[src/rpi_params.svh]
// Constants for the signal-strength PWM indicator: command codes, limits, timing.
`ifndef RPI_PARAMS_SVH
`define RPI_PARAMS_SVH

// Command interface
`define RPI_CODE_HOLD 8'h22
`define RPI_HOLD_RESET 8'h00
`define RPI_HOLD_MAX 8'h7F
`define RPI_HOLD_FOREVER 8'hFF

// Frame layout
`define RPI_STEPS 6'h28
`define RPI_DUTY_MAX 6'h26

// Margin to duty mapping: base + margin * 3 / 5, saturating at the top step
`define RPI_DUTY_BASE 7'h0D
`define RPI_MARGIN_SAT 8'h2A

// Times in their own units and the cycle counts derived from them
`define RPI_CLK_NS 50
`define RPI_STEP_NS 208000
`define RPI_FRAME_NS 8320000
`define RPI_TICK_MS 100
`define RPI_SETTLE_NS 1000
`define RPI_STEP_CYCLES (`RPI_STEP_NS / `RPI_CLK_NS)
`define RPI_TICK_CYCLES ((`RPI_TICK_MS * 1000000) / `RPI_CLK_NS)
`define RPI_SETTLE_CYCLES ((`RPI_SETTLE_NS + `RPI_CLK_NS - 1) / `RPI_CLK_NS)

`endif

[src/rpi_pkg.sv]
// Types shared by the signal-strength PWM indicator files.
package rpi_pkg;

	// Power-up and pin ownership states, Gray coded along settle, window, drive
	typedef enum logic [1:0] {
		RPI_SETTLE = 2'b00,
		RPI_WINDOW = 2'b01,
		RPI_DRIVE = 2'b11,
		RPI_IDLE = 2'b10
	} rpi_state_t;

	// Command request from the host-side command decoder
	typedef struct packed {
		logic valid;
		logic write;
		logic [7:0] code;
		logic [7:0] wdata;
	} rpi_cmd_req_t;

	// Command answer
	typedef struct packed {
		logic ack;
		logic err;
		logic [7:0] rdata;
	} rpi_cmd_rsp_t;

	// Multipurpose pin drive as two signals: level and output enable
	typedef struct packed {
		logic out;
		logic oe;
	} rpi_pin_drv_t;

endpackage

[src/rpi_frame_timer.sv]
// Step and frame timer for the PWM frame: 40 steps per frame.
`timescale 1ns/1ps
`include "rpi_params.svh"

module rpi_frame_timer #(
	parameter int unsigned STEP_CYCLES = `RPI_STEP_CYCLES
) (
	input wire logic clk,
	input wire logic rst,
	output logic [5:0] step_idx,
	output logic frame_start
);

	logic [31:0] cyc_cnt;
	logic [31:0] next_cyc_cnt;
	logic [5:0] next_step_idx;
	logic next_frame_start;

	// Cycle counter inside a step, step index inside a frame
	always_comb
	begin
		next_cyc_cnt = cyc_cnt + 32'h0000_0001;
		next_step_idx = step_idx;
		next_frame_start = 1'b0;
		if (cyc_cnt >= STEP_CYCLES - 1)
		begin
			next_cyc_cnt = 32'h0000_0000;
			if (step_idx == `RPI_STEPS - 6'h01) // Frame of 40 equal steps
			begin
				next_step_idx = 6'h00;
				next_frame_start = 1'b1;
			end
			else
				next_step_idx = step_idx + 6'h01;
		end
	end

	// Registers only
	always_ff @(posedge clk or posedge rst)
	begin
		if (rst)
		begin
			cyc_cnt <= 32'h0000_0000;
			step_idx <= 6'h00;
			frame_start <= 1'b0;
		end
		else
		begin
			cyc_cnt <= next_cyc_cnt;
			step_idx <= next_step_idx;
			frame_start <= next_frame_start;
		end
	end

endmodule // rpi_frame_timer

[src/rpi_top.sv]
// Signal-strength PWM indicator: hold-time setting, duty mapping, pin sharing.
//
// Behaviour
// - Hold-time setting 0 to 0x7F in 100 ms steps; 0 default, output disabled.
// - Setting is written and read through binary command code 0x22.
// - Enabled PWM drives the shared mode pin, duty tracks margin above sensitivity.
// - High time limited to 0..95 percent; 0 percent means at or below sensitivity.
// - Frame period 8.32 ms made of 40 steps of 0.208 ms.
// - 10 dB gives 47.5, 20 dB 62.5, 30 dB 77.5 percent high time.
// - Nonzero setting shows last packet level for the hold time after it.
// - Hold expiry forces output low; next packet resumes PWM.
// - After power-up output stays low until a packet arrives.
// - Setting 0xFF keeps output enabled permanently, never timing out.
// - Pin is an input at power-up and is sampled for command mode.
// - After the input window, nonzero setting turns pin into output driven low.
// - Nonzero setting keeps pin an input for the setting's period after power-up.
`timescale 1ns/1ps
`include "rpi_params.svh"

module rpi_top #(
	parameter int unsigned STEP_CYCLES = `RPI_STEP_CYCLES,
	parameter int unsigned TICK_CYCLES = `RPI_TICK_CYCLES
) (
	input wire logic CLK,
	input wire logic RST,
	input wire rpi_pkg::rpi_cmd_req_t CMD_REQ,
	output rpi_pkg::rpi_cmd_rsp_t CMD_RSP,
	input wire logic PKT_VALID,
	input wire logic [7:0] PKT_MARGIN,
	input wire logic CFG_PIN_IN,
	output logic CFG_PIN_OUT,
	output logic CFG_PIN_OE,
	output logic CMD_MODE_SEL,
	output logic SAMPLE_DONE
);

	// ----------------------------------------------------------------
	// Helper functions
	// ----------------------------------------------------------------

	// Accepted setting values: the plain range plus the permanent code
	function automatic logic hold_ok(input logic [7:0] v);
		hold_ok = (v <= `RPI_HOLD_MAX) || (v == `RPI_HOLD_FOREVER);
	endfunction

	// Margin in dB to whole duty steps; linear through the three calibration points
	function automatic logic [5:0] duty_map(input logic [7:0] margin);
		logic [6:0] m7;
		logic [6:0] scaled;
		m7 = margin[6:0];
		scaled = 7'h00;
		if (margin == 8'h00)
			duty_map = 6'h00; // At or below sensitivity
		else if (margin >= `RPI_MARGIN_SAT)
			duty_map = `RPI_DUTY_MAX; // 38 of 40 steps is 95 percent
		else
		begin
			scaled = 7'((m7 * 7'h03) / 7'h05);
			duty_map = 6'(`RPI_DUTY_BASE + scaled); // 10/20/30 dB -> 19/25/31
		end
	endfunction

	// ----------------------------------------------------------------
	// Command interface
	// ----------------------------------------------------------------

	logic [7:0] hold_setting;
	logic [7:0] next_hold_setting;
	rpi_pkg::rpi_cmd_rsp_t rsp;
	rpi_pkg::rpi_cmd_rsp_t next_rsp;

	// Decode one request per cycle; out-of-range writes are refused, not clipped
	always_comb
	begin
		next_hold_setting = hold_setting;
		next_rsp = '0;
		if (CMD_REQ.valid)
		begin
			next_rsp.ack = 1'b1;
			if (CMD_REQ.code != `RPI_CODE_HOLD) // Only the hold-time code lives here
				next_rsp.err = 1'b1;
			else if (CMD_REQ.write)
			begin
				if (hold_ok(CMD_REQ.wdata))
					next_hold_setting = CMD_REQ.wdata;
				else
					next_rsp.err = 1'b1;
			end
			else
				next_rsp.rdata = hold_setting;
		end
	end

	// Setting resets to disabled
	always_ff @(posedge CLK or posedge RST)
	begin
		if (RST)
		begin
			hold_setting <= `RPI_HOLD_RESET;
			rsp <= '0;
		end
		else
		begin
			hold_setting <= next_hold_setting;
			rsp <= next_rsp;
		end
	end

	assign CMD_RSP = rsp;

	// ----------------------------------------------------------------
	// 100 ms tick
	// ----------------------------------------------------------------

	logic [31:0] tick_cnt;
	logic [31:0] next_tick_cnt;
	logic tick;
	logic tick_restart;

	// Restarting on a packet makes the hold time start at the packet, not up to
	// 100 ms earlier; the price is that a packet also stretches the input window
	always_comb
	begin
		tick = (tick_cnt >= TICK_CYCLES - 1);
		if (tick_restart || tick)
			next_tick_cnt = 32'h0000_0000;
		else
			next_tick_cnt = tick_cnt + 32'h0000_0001;
	end

	always_ff @(posedge CLK or posedge RST)
	begin
		if (RST)
			tick_cnt <= 32'h0000_0000;
		else
			tick_cnt <= next_tick_cnt;
	end

	// ----------------------------------------------------------------
	// Power-up sequence and pin ownership
	// ----------------------------------------------------------------

	rpi_pkg::rpi_state_t state;
	rpi_pkg::rpi_state_t next_state;
	logic [7:0] settle_cnt;
	logic [7:0] next_settle_cnt;
	logic [7:0] win_cnt;
	logic [7:0] next_win_cnt;
	logic cmd_mode;
	logic next_cmd_mode;
	logic sampled;
	logic next_sampled;
	logic settle_end;

	assign settle_end = (state == rpi_pkg::RPI_SETTLE) &&
		(settle_cnt >= 8'(`RPI_SETTLE_CYCLES - 1));

	// Pin is an input until the window runs out, then a driven output while the setting is nonzero
	always_comb
	begin
		next_state = state;
		next_settle_cnt = settle_cnt;
		next_win_cnt = win_cnt;
		next_cmd_mode = cmd_mode;
		next_sampled = sampled;
		case (state)
			rpi_pkg::RPI_SETTLE:
			begin
				next_settle_cnt = settle_cnt + 8'h01;
				if (settle_end)
				begin
					next_cmd_mode = ~CFG_PIN_IN; // Low pin asks for command mode
					next_sampled = 1'b1;
					next_win_cnt = hold_setting;
					if (hold_setting == `RPI_HOLD_RESET)
						next_state = rpi_pkg::RPI_IDLE;
					else
						next_state = rpi_pkg::RPI_WINDOW;
				end
			end
			rpi_pkg::RPI_WINDOW:
			begin
				if (hold_setting == `RPI_HOLD_RESET)
					next_state = rpi_pkg::RPI_IDLE;
				else if (win_cnt == 8'h00 || (tick && win_cnt == 8'h01))
					next_state = rpi_pkg::RPI_DRIVE; // Window of setting x 100 ms
				else if (tick)
					next_win_cnt = win_cnt - 8'h01;
			end
			rpi_pkg::RPI_DRIVE:
			begin
				if (hold_setting == `RPI_HOLD_RESET)
					next_state = rpi_pkg::RPI_IDLE; // Disabled: release the pin
			end
			rpi_pkg::RPI_IDLE:
			begin
				if (hold_setting != `RPI_HOLD_RESET)
					next_state = rpi_pkg::RPI_DRIVE; // Turned on later: output low first
			end
			default:
				next_state = rpi_pkg::RPI_SETTLE;
		endcase
	end

	always_ff @(posedge CLK or posedge RST)
	begin
		if (RST)
		begin
			state <= rpi_pkg::RPI_SETTLE; // Pin input from power-up
			settle_cnt <= 8'h00;
			win_cnt <= 8'h00;
			cmd_mode <= 1'b0;
			sampled <= 1'b0;
		end
		else
		begin
			state <= next_state;
			settle_cnt <= next_settle_cnt;
			win_cnt <= next_win_cnt;
			cmd_mode <= next_cmd_mode;
			sampled <= next_sampled;
		end
	end

	assign CMD_MODE_SEL = cmd_mode;
	assign SAMPLE_DONE = sampled;

	// ----------------------------------------------------------------
	// Packet level and hold timer
	// ----------------------------------------------------------------

	logic active;
	logic next_active;
	logic [7:0] hold_cnt;
	logic [7:0] next_hold_cnt;
	logic [5:0] duty_pending;
	logic [5:0] next_duty_pending;

	assign tick_restart = PKT_VALID || settle_end;

	// A packet wins over an expiry landing in the same cycle
	always_comb
	begin
		next_active = active;
		next_hold_cnt = hold_cnt;
		next_duty_pending = duty_pending;
		if (PKT_VALID)
			next_duty_pending = duty_map(PKT_MARGIN); // Latest packet only
		if (hold_setting == `RPI_HOLD_RESET)
			next_active = 1'b0;
		else if (PKT_VALID)
		begin
			next_active = 1'b1; // Resume on next packet
			next_hold_cnt = hold_setting;
		end
		else if (active && hold_setting != `RPI_HOLD_FOREVER && tick)
		begin
			// Permanent code never counts down
			if (hold_cnt <= 8'h01)
				next_active = 1'b0; // Hold expired: force 0 percent
			else
				next_hold_cnt = hold_cnt - 8'h01;
		end
	end

	always_ff @(posedge CLK or posedge RST)
	begin
		if (RST)
		begin
			active <= 1'b0; // Low until first packet
			hold_cnt <= 8'h00;
			duty_pending <= 6'h00;
		end
		else
		begin
			active <= next_active;
			hold_cnt <= next_hold_cnt;
			duty_pending <= next_duty_pending;
		end
	end

	// ----------------------------------------------------------------
	// PWM frame and pin drive
	// ----------------------------------------------------------------

	logic [5:0] step_idx;
	logic frame_start;
	logic [5:0] duty_cur;
	logic [5:0] next_duty_cur;
	rpi_pkg::rpi_pin_drv_t pin;
	rpi_pkg::rpi_pin_drv_t next_pin;

	rpi_frame_timer #(
		.STEP_CYCLES(STEP_CYCLES)
	) u_frame (
		.clk(CLK),
		.rst(RST),
		.step_idx(step_idx),
		.frame_start(frame_start)
	);

	// Duty changes only between frames so no runt pulse appears; loss of
	// activity drops the pin at once rather than finishing the frame
	always_comb
	begin
		next_duty_cur = duty_cur;
		if (frame_start)
			next_duty_cur = duty_pending;
		next_pin.oe = (state == rpi_pkg::RPI_DRIVE);
		// Compare with the value taking effect this cycle so the first step of a
		// new frame already uses the new duty
		next_pin.out = (state == rpi_pkg::RPI_DRIVE) && active &&
			(step_idx < next_duty_cur);
	end

	always_ff @(posedge CLK or posedge RST)
	begin
		if (RST)
		begin
			duty_cur <= 6'h00;
			pin <= '0;
		end
		else
		begin
			duty_cur <= next_duty_cur;
			pin <= next_pin;
		end
	end

	assign CFG_PIN_OUT = pin.out;
	assign CFG_PIN_OE = pin.oe;

endmodule // rpi_top

[config.mk]
export PLATFORM = sky130hd
export DESIGN_NAME = rpi_top
export DESIGN_NICKNAME = d
export VERILOG_FILES = /design/src/rpi_pkg.sv /design/src/rpi_frame_timer.sv /design/src/rpi_top.sv
export VERILOG_INCLUDE_DIRS = /design/src
export SDC_FILE = /design/constraint.sdc
export NUM_CORES = 1
export LEC_CHECK = 0
export ABC_AREA = 1
export BUFFER_PORTS_ARGS = -buffer_cell sky130_fd_sc_hd__buf_2
export CELL_PAD_IN_SITES_DETAIL_PLACEMENT = 0
export CELL_PAD_IN_SITES_GLOBAL_PLACEMENT = 1
export CORE_UTILIZATION = 36
export CTS_CLUSTER_SIZE = 10
export DETAILED_ROUTE_END_ITERATION = 6
export PLACE_DENSITY = 0.69
export SYNTH_ARGS = -nofsm -noshare
export SYNTH_HDL_FRONTEND = slang
export SYNTH_HIERARCHICAL = 1
export SYNTH_SLANG_ARGS = --single-unit
export TNS_END_PERCENT = 50
[constraint.sdc]
create_clock -name CLK -period 7.5 [get_ports CLK]
set_input_delay 0 -clock CLK [delete_from_list [all_inputs] [get_ports CLK]]
set_output_delay 0 -clock CLK [all_outputs]
set_load 0.03 [all_outputs]
Yosys cells after proc, flatten, opt, wreduce, memory -nomap -nowiden
Index checks and enable logic that the tools add are counted.

Flip-flop bits (word level): 132. Bits of input ports: 30. Output and inout bits: 14. Logic and storage cells: 112.

Add/subtract/negate cells: 7. Multiply operators: 1. Divide/modulo/power cells: 1. Order comparisons: 7. Equal/unequal tests: 16. Muxes and demuxes: 33. Bitwise gates (word level): 3. Reductions and logical operators: 25.

Operators by type and width (number): 2-to-1 mux 8 bit (9); adder 32 x 1 -> 32 bit (second input constant) (2); 2-to-1 mux 32 bit (2); >= comparator 32 x 13 -> 1 bit (second input constant) (1); >= comparator 32 x 21 -> 1 bit (second input constant) (1); logical NOT 8 bit (3); 2-to-1 mux 6 bit (4); one-hot mux 8 bit (2 select lines) (1); subtractor 8 x 1 -> 8 bit (second input constant) (2); 2-to-1 mux 2 bit (6); != test 2 bit (second input constant) (6); 2-to-1 mux 10 bit (1); 2-to-1 mux 1 bit (9); adder 8 x 1 -> 8 bit (second input constant) (1); equality test 8 x 1 -> 1 bit (second input constant) (1); equality test 8 bit (second input constant) (1); >= comparator 8 x 5 -> 1 bit (second input constant) (1); >= comparator 8 x 6 -> 1 bit (second input constant) (1); less-or-equal comparator 8 x 1 -> 1 bit (second input constant) (1); less-or-equal comparator 8 x 7 -> 1 bit (second input constant) (1); != test 8 x 6 -> 1 bit (second input constant) (1); != test 8 bit (second input constant) (1); one-hot mux 2 bit (4 select lines) (1); AND reduction 4 bit (2); 20 further kinds (34).

Depth between registers and ports, before layout
Gate-level depths: netlist of the first run.

Word-level depth: 6. Depth in mapped cells: 31. Mapped depth without buffers: 31.

Modules after synthesis
Netlist of the first run, hierarchy kept.

By module, submodules not included: rpi_top (instances 1, cells each 640, area each 5168.7 um2, seq. area each 2327.2 um2); rpi_frame_timer (instances 1, cells each 164, area each 1724.2 um2, seq. area each 975.9 um2).

Least setup slack after synthesis of the first run
No wires, ideal clock.

Path kind: in2reg. Start: input port PKT_MARGIN[0]. End: register duty_pending[4]. Library setup time: 0.134 ns. Arrival: 3.112 ns. Required time: 7.366 ns. Slack: 4.253 ns. Stages on the path: 26. Path buffers: 0. Cells stage by stage: ha_1 -> fa_1 -> nand3_1 -> nand2_1 -> nand2_1 -> nand2_1 -> nand2_1 -> nand2_1 -> nand2_2 -> nand2_4 -> nand2_2 -> nand3_2 -> nand2_4 -> nand3_1 -> nand2_1 -> inv_1 -> ha_1 -> a21boi_0 -> nor2_1 -> o21ai_1 -> inv_1 -> nand4_1 -> ha_1 -> nor3_1 -> xor2_1 -> o22ai_1.

Longest elaborated chain between the ends: 5. Elaborated cells on any way between the ends: 7. Those cells by class: add/sub (1); mul (1); div (1); order compare (1); mux (2); reduce/logical (1).

RTL lines: from (decl) (line rpi_top.sv:29) `input wire logic [7:0] PKT_MARGIN,`; multiplier 7 x 2 -> 7 bit (line rpi_top.sv:58) `scaled = 7'((m7 * 7'h03) / 7'h05);`; divider 7 x 3 -> 7 bit (line rpi_top.sv:58); adder 4 x 6 -> 6 bit (no line); 2-to-1 mux 6 bit (line rpi_top.sv:54) `` else if (margin >= `RPI_MARGIN_SAT) ``; 2-to-1 mux 6 bit * (line rpi_top.sv:52) `if (margin == 8'h00)`; to (signal assigned) (line rpi_top.sv:278) `duty_pending <= next_duty_pending;`; to (decl) (line rpi_top.sv:236) `logic [5:0] duty_pending;`.

Mark *: on every way between the ends. The rest lies on a longest branch, timed or not. A chain may end at the register's enable or synchronous reset.

Worst setup path in the final report of the first run
Start: input port PKT_MARGIN[1]. End: register duty_pending[4].

Same word-level chain as after synthesis.

==> results of run 1 <==
-- sequential cells by signal, indices dropped and copies added, names as in the netlist --
name	cells
CMD_RSP	10
settle_cnt	8
state	2
CFG_PIN_OE	1
hold_setting	8
tick_cnt	32
u_frame/frame_start	1
duty_pending	6
active	1
u_frame/cyc_cnt	32
CMD_MODE_SEL	1
hold_cnt	8
win_cnt	8
SAMPLE_DONE	1
u_frame/step_idx	6
CFG_PIN_OUT	1
duty_cur	6
-- worst paths after layout --
kind                            cells after the start               to  slack, ps
worst max-delay path                               25  duty_pending[4]       4170
worst min-delay path                                5  hold_setting[5]         10
worst max register to register                     13     tick_cnt[13]       4550
worst min register to register                      1      tick_cnt[0]        470
max in group asynchronous                           4  duty_pending[3]       6210
min in group asynchronous                           3      tick_cnt[8]         80
-- cell usage in the layout, fill, tap and decap left out, drive strengths merged, types with 25 or more instances in the layout --
cell type and n:
a21oi 25, buf 45, conb 30, dfrtp 132, ha 28, inv 121
nand2 165, nand3 46, nor2 101, nor3 29, o21ai 48
-- worst max-delay path: stages --
cell and delay, ps:
buf_2 140, ha_1 230, fa_1 410, nand3_1 110, nand3b_1 80, nand2_1 130
nand2_1 70, nand2_1 100, nand2_2 90, o21ai_0 160, nand2_1 160, nand2_4 150
nand2_2 70, nand2_1 110, inv_1 70, ha_1 260, a21boi_0 150, nor2_1 110
o21ai_1 70, inv_1 70, nand4_1 160, ha_1 260, nor3_1 230, xor2_1 160
o22ai_1 80
-- through the flow --
step | cells | hold WS (ps) | instance area, um^2 | power, mW
floorplan | 832 | 31.4 | 7000 | 1.12
global placement | 1102 | -14.9 | 7470 | 1.21
detailed placement | 1102 | -18.0 | 7470 | 1.21
CTS | 1149 | 6.13 | 8300 | 2.16
global route | 1149 | 33.9 | 8300 | 2.27
finish | 1149 | 14.4 | 8300 | 2.14
-- kinds of logic after synthesis --
logic type | count (synthesis) | synth area share
buffers and inverters | 130 | 0.0733
multiplexers | 4 | 0.00653
AND/OR/NAND/NOR | 383 | 0.274
flip-flops | 132 | 0.479
AO/OA/AOI/OAI | 103 | 0.0855
adder cells (fa/ha/maj) | 29 | 0.0537
other | 2 | 0.00109
XOR/XNOR | 21 | 0.0267
-- layout make-up --
type                       instances  area (um^2)
sequential                       132         3300
clock inverter                    11          196
timing repair buffer              60          380
tap                              234          293
inverter                         121          457
clock buffer                      21          480
fill                            1810        10400
multi-input combinational        570         3190
-- power by group through the flow --
stage | Sequential [mW] | Clock [mW] | Combinational, mW
4_1_cts | 0.803 | 0.960 | 0.400
5_1_grt | 0.810 | 0.996 | 0.464
2_1_floorplan | 0.811 | 0 | 0.308
3_5_place_dp | 0.815 | 0 | 0.392
6_report | 0.803 | 0.937 | 0.395
3_3_place_gp | 0.815 | 0 | 0.392
-- routing by layer --
| layer | part of all wire | vias up | GRT usage |
|---|---|---|---|
| met2 | 0.46 | 60 | 0.241 |
| met5 | 0 | - | 0 |
| met4 | 0.011 | 0 | 0.0521 |
| li1 | - | 2769 | - |
| met3 | 0.027 | 11 | 0.0390 |
| met1 | 0.50 | 2358 | 0.192 |
==> results.txt, run 1 <==
Setup Buffers After CTS: 0
setup ws final: 4170 ps
Synth area leader: dfrtp_1
sw power: 0.594 mW
HP Start: CMD_REQ[14]
final WL: 13100 um
power share of the sequential group: 0.376
row cnt: 50
Final Critical Period: 3330 ps
Synth top area share: 0.479
vias in the first global route: 5088
Antenna Violating Nets Remaining: 0
slew margin rel.: 0.346
number of synthesis warnings: 6
share of cells above drive strength 1: 0.141
top post-synthesis cells by count: 148 x nand2_1, 132 x dfrtp_1, 117 x inv_1
Worst-Skew Late Latency: 420 ps
VDD IR-drop max: 0.169 mV
Max Buffers Root-to-Sink: 2
PostCTS Resize Cnt: 0
worst r2r src: tick_cnt[0]
setup TNS after final layout: 0 ps
root buf cell: clkbuf_16
Overflow after GRT: 0
logic gate share of total power: 0.185
status: finished clean
Synth async-reset ratio: 1.00
Post-Syn Instances: 804
sw frac: 0.278
Worst Hold Class: input port to flip-flop
fmax: 300 MHz
Final setup viols: 0
die height: 140 um
Core Area: 18700 um^2
Synth Flop Type: dfrtp_1
Num CTS Buffers: 17
final net count: 961
Pleak: 4.02 nW
Cell variety after synth: 49
# hold bufs at CTS: 15
DP Worst Slack: 3760 ps
post-DR vias/cell: 4.52
TritonCTS clock tree: done
first-pass GRT wire length: 23300 um
total track usage: 0.149
post-synthesis sequential area ratio: 0.479
Die X: 140 um
CP max FO: 8
Clk pwr share: 0.439
Yosys reg bits: 132
post-DR wirelength/cell: 11.4 um
number of I/O pins: 44
DR vias: 5198
die area: 19700 um^2
drt first pass iters: 4
fin. max-slew vios: 0
CP endpoint kind: flip-flop
WP data arrival: 3610 ps
most common cell in the netlist: nand2_1
synth top area cells: dfrtp_1 48%, nand2_1 8.1%, inv_1 6.4%, ha_1 5.1%, nor2_1 4.7%
critical path class: input port to flip-flop
H-tree levels: 4
Initial DRC Count: 217
post-DP HPWL: 9300 um
gpl congestion: 0.755
Critical Path Start: PKT_MARGIN[1]
Initial Utilization: 0.368
Clock Skew: 13.0 ps
antenna cell count: 0
Max-cap violations: 0
EDFF count, synth: 0
synthesis-to-layout area growth: 20.4%
Core Util, Final: 0.444
synthesized area: 6890 um^2
Int Power: 1.54 mW
TritonCTS sink count: 132
Worst-path clk slew: 60 ps
worst path required time: 7780 ps
cell area power density: 257 nW/um^2
Slew @ Worst Pin: 974 ps
largest net degree at the start of global routing: 74
RSZ-0062 raised after global routing: false
Final period util: 0.444
Post-route DRC: 0
Final Hold Violating Endpoints: 0
antenna violations before repair: 0
port bufs: 43
CP Launch Type: input port
post-synthesis area per instance: 8.57 um^2
Note: power is estimated with default switching activity, not from simulation.
==> run 2, diff against run 1 <==
PLACE_DENSITY = 0.72   (was 0.69)
clock period = 2.9 ns   (was 7.5 ns; I/O delays follow)
==> run 2 against run 1 <==
Net effect: worst setup slack lost 4000 ps; non-clock buffer count grew 30; register-to-register slack lost 4200 ps; sequential power grew to 2.6 times the previous value; power grew to 2.5 times the previous value; clock skew shrank 2.8 ps; critical endpoint unchanged; largest power group is now sequential cells.
==> results.txt, run 2 (synthesis results as in run 1) <==
status: finished clean
largest net degree at the start of global routing: 49
setup ws final: 151 ps
Reg2Reg Depth: 12
Worst R2R Setup Slack: 370 ps
TritonCTS clock tree: done
Slew @ Worst Pin: 758 ps
gpl congestion: 0.773
die area: 19700 um^2
Overflow after GRT: 0
first-pass GRT wire length: 23700 um
DR vias: 5352
TritonCTS sink count: 132
Initial Utilization: 0.368
Initial DRC Count: 209
H-tree levels: 4
port bufs: 43
Final Critical Period: 2750 ps
post-DR wirelength/cell: 11.4 um
Worst-Skew Late Latency: 420 ps
Final setup viols: 0
Pleak: 4.15 nW
CP Launch Type: input port
VDD IR-drop max: 0.492 mV
Max Buffers Root-to-Sink: 2
WP data arrival: 3030 ps
Num CTS Buffers: 17
synthesis-to-layout area growth: 25.5%
post-DR vias/cell: 4.54
Core Area: 18700 um^2
share of cells above drive strength 1: 0.208
antenna violations before repair: 0
Final period util: 0.948
Max-cap violations: 0
r2r endpoint: win_cnt[1]
post-DP HPWL: 9760 um
most common cell after layout, fill and taps aside: nand2_1
Finished Cell Area: 8650 um^2
Worst Hold Slack: 8.96 ps
Worst Hold Class: input port to flip-flop
setup TNS after final layout: 0 ps
worst path required time: 3180 ps
cell area power density: 624 nW/um^2
antenna cell count: 0
critical path class: input port to flip-flop
drt first pass iters: 4
DP Worst Slack: -402 ps
number of I/O pins: 44
Post-route DRC: 0
Die X: 140 um
crit path max-delay cell type: fa_2
HP Start: CMD_REQ[14]
Hold Path End: hold_setting[5]
root buf cell: clkbuf_16
CP max FO: 3
final net count: 991
RSZ-0062 raised after global routing: true
row cnt: 50
Placed Area: 7800 um^2
slew margin rel.: 0.493
commonest non-fill, non-tap cells in the layout: 137 x nand2_1, 132 x dfrtp_1, 111 x inv_1
CP endpoint kind: flip-flop
slowest stage delay, CP: 370 ps
worst hold path depth: 5
Antenna Violating Nets Remaining: 0
vias in the first global route: 5247
Clock Skew: 10.3 ps
final WL: 13400 um
Final Hold Violating Endpoints: 0
fin. max-slew vios: 0
worst r2r src: tick_cnt[22]
total track usage: 0.149
Worst-path clk slew: 60 ps
fmax: 364 MHz
FILL cells: 1807
die height: 140 um
run 2: changes by cell type in the layout (fill, tap and decap cells not counted), moves of 6 or more:
cell / previous run / this run
buf_4: 2 / 34
nand2_1: 148 / 137
ha_1: 28 / 21
ha_4: 0 / 6
nand2_4: 5 / 11
nand3_1: 44 / 38
run 2: per-stage QoR:
stage | total power [mW] | utilization | instances
final | 5.40 | 0.462 | 1179
after CTS | 5.40 | 0.455 | 1176
after floorplan | 2.94 | - | 832
after global routing | 5.75 | 0.462 | 1179
after detailed placement | 3.29 | 0.417 | 1131
after global placement | 3.28 | 0.417 | 1131
run 2: how the worst max path moves through the flow:
stage,cells past startpoint,startpoint,endpoint
floorplan,27,PKT_MARGIN[1],duty_pending[4]
global route,30,PKT_MARGIN[0],duty_pending[4]
detailed placement,25,PKT_MARGIN[1],duty_pending[4]
global placement,30,PKT_MARGIN[1],duty_pending[4]
CTS,30,PKT_MARGIN[1],duty_pending[4]
finish,30,PKT_MARGIN[0],duty_pending[4]
run 2: final cells by class:
class / count / area [um^2] / area share
repair buffers: 90 / 619 / 0.0716
multi-input cells: 570 / 3400 / 0.393
well taps: 234 / 293 / 0.0339
clock inverters: 15 / 146 / 0.0169
inverters: 121 / 459 / 0.0531
clock buffers: 17 / 425 / 0.0492
flip-flops and latches: 132 / 3300 / 0.382
run 2: repair_timing:
action | 4_1_cts | 5_1_grt
buffers inserted | 0 | 3
endpoints found under the setup margin | 0 | 9
hold endpoints to repair | 109 | 0
gates resized for setup | 0 | 34
hold buffers | 13 | 0
run 2: worst max-delay path: cells and delay by family:
family	cells	cell delay [ps]
adder cells (fa/ha/maj)	4	910
buffers and inverters	5	350
AO/OA/AOI/OAI	3	290
XOR/XNOR	1	160
AND/OR/NAND/NOR	17	1320
run 2: report_power, final:
| part | switching, mW | leakage, nW | internal (mW) |
|---|---|---|---|
| clock | 0.854 | 0.274 | 1.20 |
| combinational | 0.735 | 2.18 | 0.534 |
| sequential | 0.0890 | 1.70 | 1.99 |
| total | 1.68 | 4.15 | 3.72 |
run 2: per-layer routing:
metal | share of wire | GRT usage | vias up
met1 | 0.51 | 0.199 | 2450
li1 | - | - | 2833
met4 | 0.014 | 0.0521 | 0
met3 | 0.024 | 0.0362 | 15
met5 | 0 | 0 | -
met2 | 0.45 | 0.234 | 54
==> run 3, diff against run 2 <==
CAP_MARGIN = 20   (was default)
REMOVE_ABC_BUFFERS = 1   (was default)
==> run 3 against run 2 <==
Net effect: the flow now finishes with violations (setup timing); wire length is 2.2% higher; worst setup slack got worse by 170 ps; core utilization is 1.2 points higher; maximum frequency down 5.9%.
==> results.txt, run 3 (synthesis results as in run 1) <==
status: complete, but fails checks
failing checks: setup timing
CP endpoint kind: flip-flop
WP data arrival: 3200 ps
Pleak: 4.26 nW
worst r2r src: tick_cnt[0]
Worst Hold Slack: 17.8 ps
setup TNS after final layout: -21.2 ps
Overflow after GRT: 0
Placed Area: 7770 um^2
die height: 140 um
crit path max-delay cell type: ha_4
Antenna Violating Nets Remaining: 0
power share of the sequential group: 0.357
Clk pwr share: 0.408
share of cells above drive strength 1: 0.219
logic gate share of total power: 0.235
worst path required time: 3180 ps
DR vias: 5408
antenna cell count: 0
RSZ-0062 raised after global routing: true
DP Worst Slack: -617 ps
Worst R2R Setup Slack: 400 ps
most frequent CP cell: nand2_2
Initial Utilization: 0.368
commonest non-fill, non-tap cells in the layout: 139 x nand2_1, 132 x dfrtp_1, 110 x inv_1
final WL: 13700 um
FILL cells: 1771
Max-cap violations: 0
antenna violations before repair: 0
CP Launch Type: input port
Final period util: 1.01
Worst-Skew Late Latency: 410 ps
die area: 19700 um^2
post-DR vias/cell: 4.52
Max Buffers Root-to-Sink: 2
r2r endpoint: tick_cnt[18]
sw power: 1.63 mW
Post-route DRC: 0
Finished Cell Area: 8880 um^2
number of I/O pins: 44
slowest stage delay, CP: 230 ps
Worst-path clk slew: 50 ps
cell area power density: 657 nW/um^2
most common cell after layout, fill and taps aside: nand2_1
total track usage: 0.152
Die X: 140 um
Final Critical Period: 2920 ps
largest net degree at the start of global routing: 60
row cnt: 50
fin. max-slew vios: 0
gpl congestion: 0.758
Final setup viols: 1
multi-input logic area: 3380 um^2
H-tree levels: 4
Final Hold Violating Endpoints: 0
drt first pass iters: 5
Worst Hold Class: input port to flip-flop
worst hold path depth: 5
setup ws final: -21.2 ps
Slew @ Worst Pin: 759 ps
sw frac: 0.280
Register Area: 3300 um^2
Int Power: 4.20 mW
post-DP HPWL: 9650 um
synthesis-to-layout area growth: 28.8%
Num CTS Buffers: 17
HP Start: CMD_REQ[8]
first-pass GRT wire length: 24000 um
TritonCTS sink count: 132
port bufs: 43
VDD IR-drop max: 0.466 mV
CP max FO: 4
final net count: 1008
root buf cell: clkbuf_16
Hold Path End: hold_setting[5]
Clock Skew: 7.18 ps
Reg2Reg Depth: 19
vias in the first global route: 5355
Initial DRC Count: 244
slew margin rel.: 0.494
Core Area: 18700 um^2
TritonCTS clock tree: done
critical path class: input port to flip-flop
fmax: 342 MHz
post-DR wirelength/cell: 11.5 um
==> run 3: cell types whose count changed in the layout (fill, tap and decap cells not counted), sizes merged <==
cell / previous run / this run
buf: 77 / 91
inv: 126 / 120
bufinv: 1 / 5
clkbuf: 17 / 20
dlygate4sd3: 13 / 16
clkinvlp: 3 / 2
==> run 3: stage by stage <==
stage	utilization	total power, mW	std cells
6_report	0.475	5.83	1196
5_1_grt	0.475	6.19	1196
4_1_cts	0.464	5.76	1192
3_5_place_dp	0.415	3.26	1140
3_3_place_gp	0.415	3.26	1140
2_1_floorplan	-	2.89	823
==> run 3: worst max-delay path by stage <==
stage / startpoint / cells after the start / end / slack (ps)
6_report: PKT_MARGIN[4] / 29 / duty_pending[4] / -20
5_1_grt: PKT_MARGIN[1] / 31 / duty_pending[4] / -260
4_1_cts: PKT_MARGIN[1] / 29 / duty_pending[4] / 0.7
3_5_place_dp: PKT_MARGIN[0] / 25 / duty_pending[4] / -620
3_3_place_gp: PKT_MARGIN[0] / 25 / duty_pending[4] / -520
2_1_floorplan: PKT_MARGIN[0] / 26 / duty_pending[4] / -340
==> run 3: final cells by class <==
class,instances,area share
Timing Repair Buffer,107,0.0871
Inverter,121,0.0515
Multi-Input combinational cell,570,0.381
Sequential cell,132,0.372
Clock inverter,12,0.0227
Tap cell,234,0.0330
Clock buffer,20,0.0526
==> run 3: critical path: cells and delay by family <==
| kind | cells | cell delay, ps |
|---|---|---|
| compound gates | 4 | 450 |
| xor+xnor | 1 | 150 |
| fa+ha+maj | 3 | 660 |
| buf+inv | 5 | 360 |
| simple gates | 16 | 1570 |
==> run 3: metal layers <==
layer | vias up | GRT usage | share of wire
met1 | 2480 | 0.200 | 0.50
met5 | - | 0 | 0
li1 | 2865 | - | -
met2 | 50 | 0.245 | 0.46
met3 | 13 | 0.0359 | 0.032
met4 | 0 | 0.0509 | 0.011
==> run 3: repair_timing <==
item / 4_1_cts / 5_1_grt
setup buffers: 4 / 6
pin swaps: 12 / 30
gates resized for setup: 11 / 43
endpoints found under the hold margin: 94 / 0
hold buffers: 16 / 0
setup endpoints to repair: 3 / 16
==> run 3: power by group through the flow <==
stage	sequential [mW]	combinational (mW)	clock, mW
floorplan	2.10	0.793	0
global placement	2.11	1.15	0
detailed placement	2.11	1.15	0
CTS	2.08	1.23	2.44
global route	2.10	1.57	2.52
finish	2.08	1.37	2.38
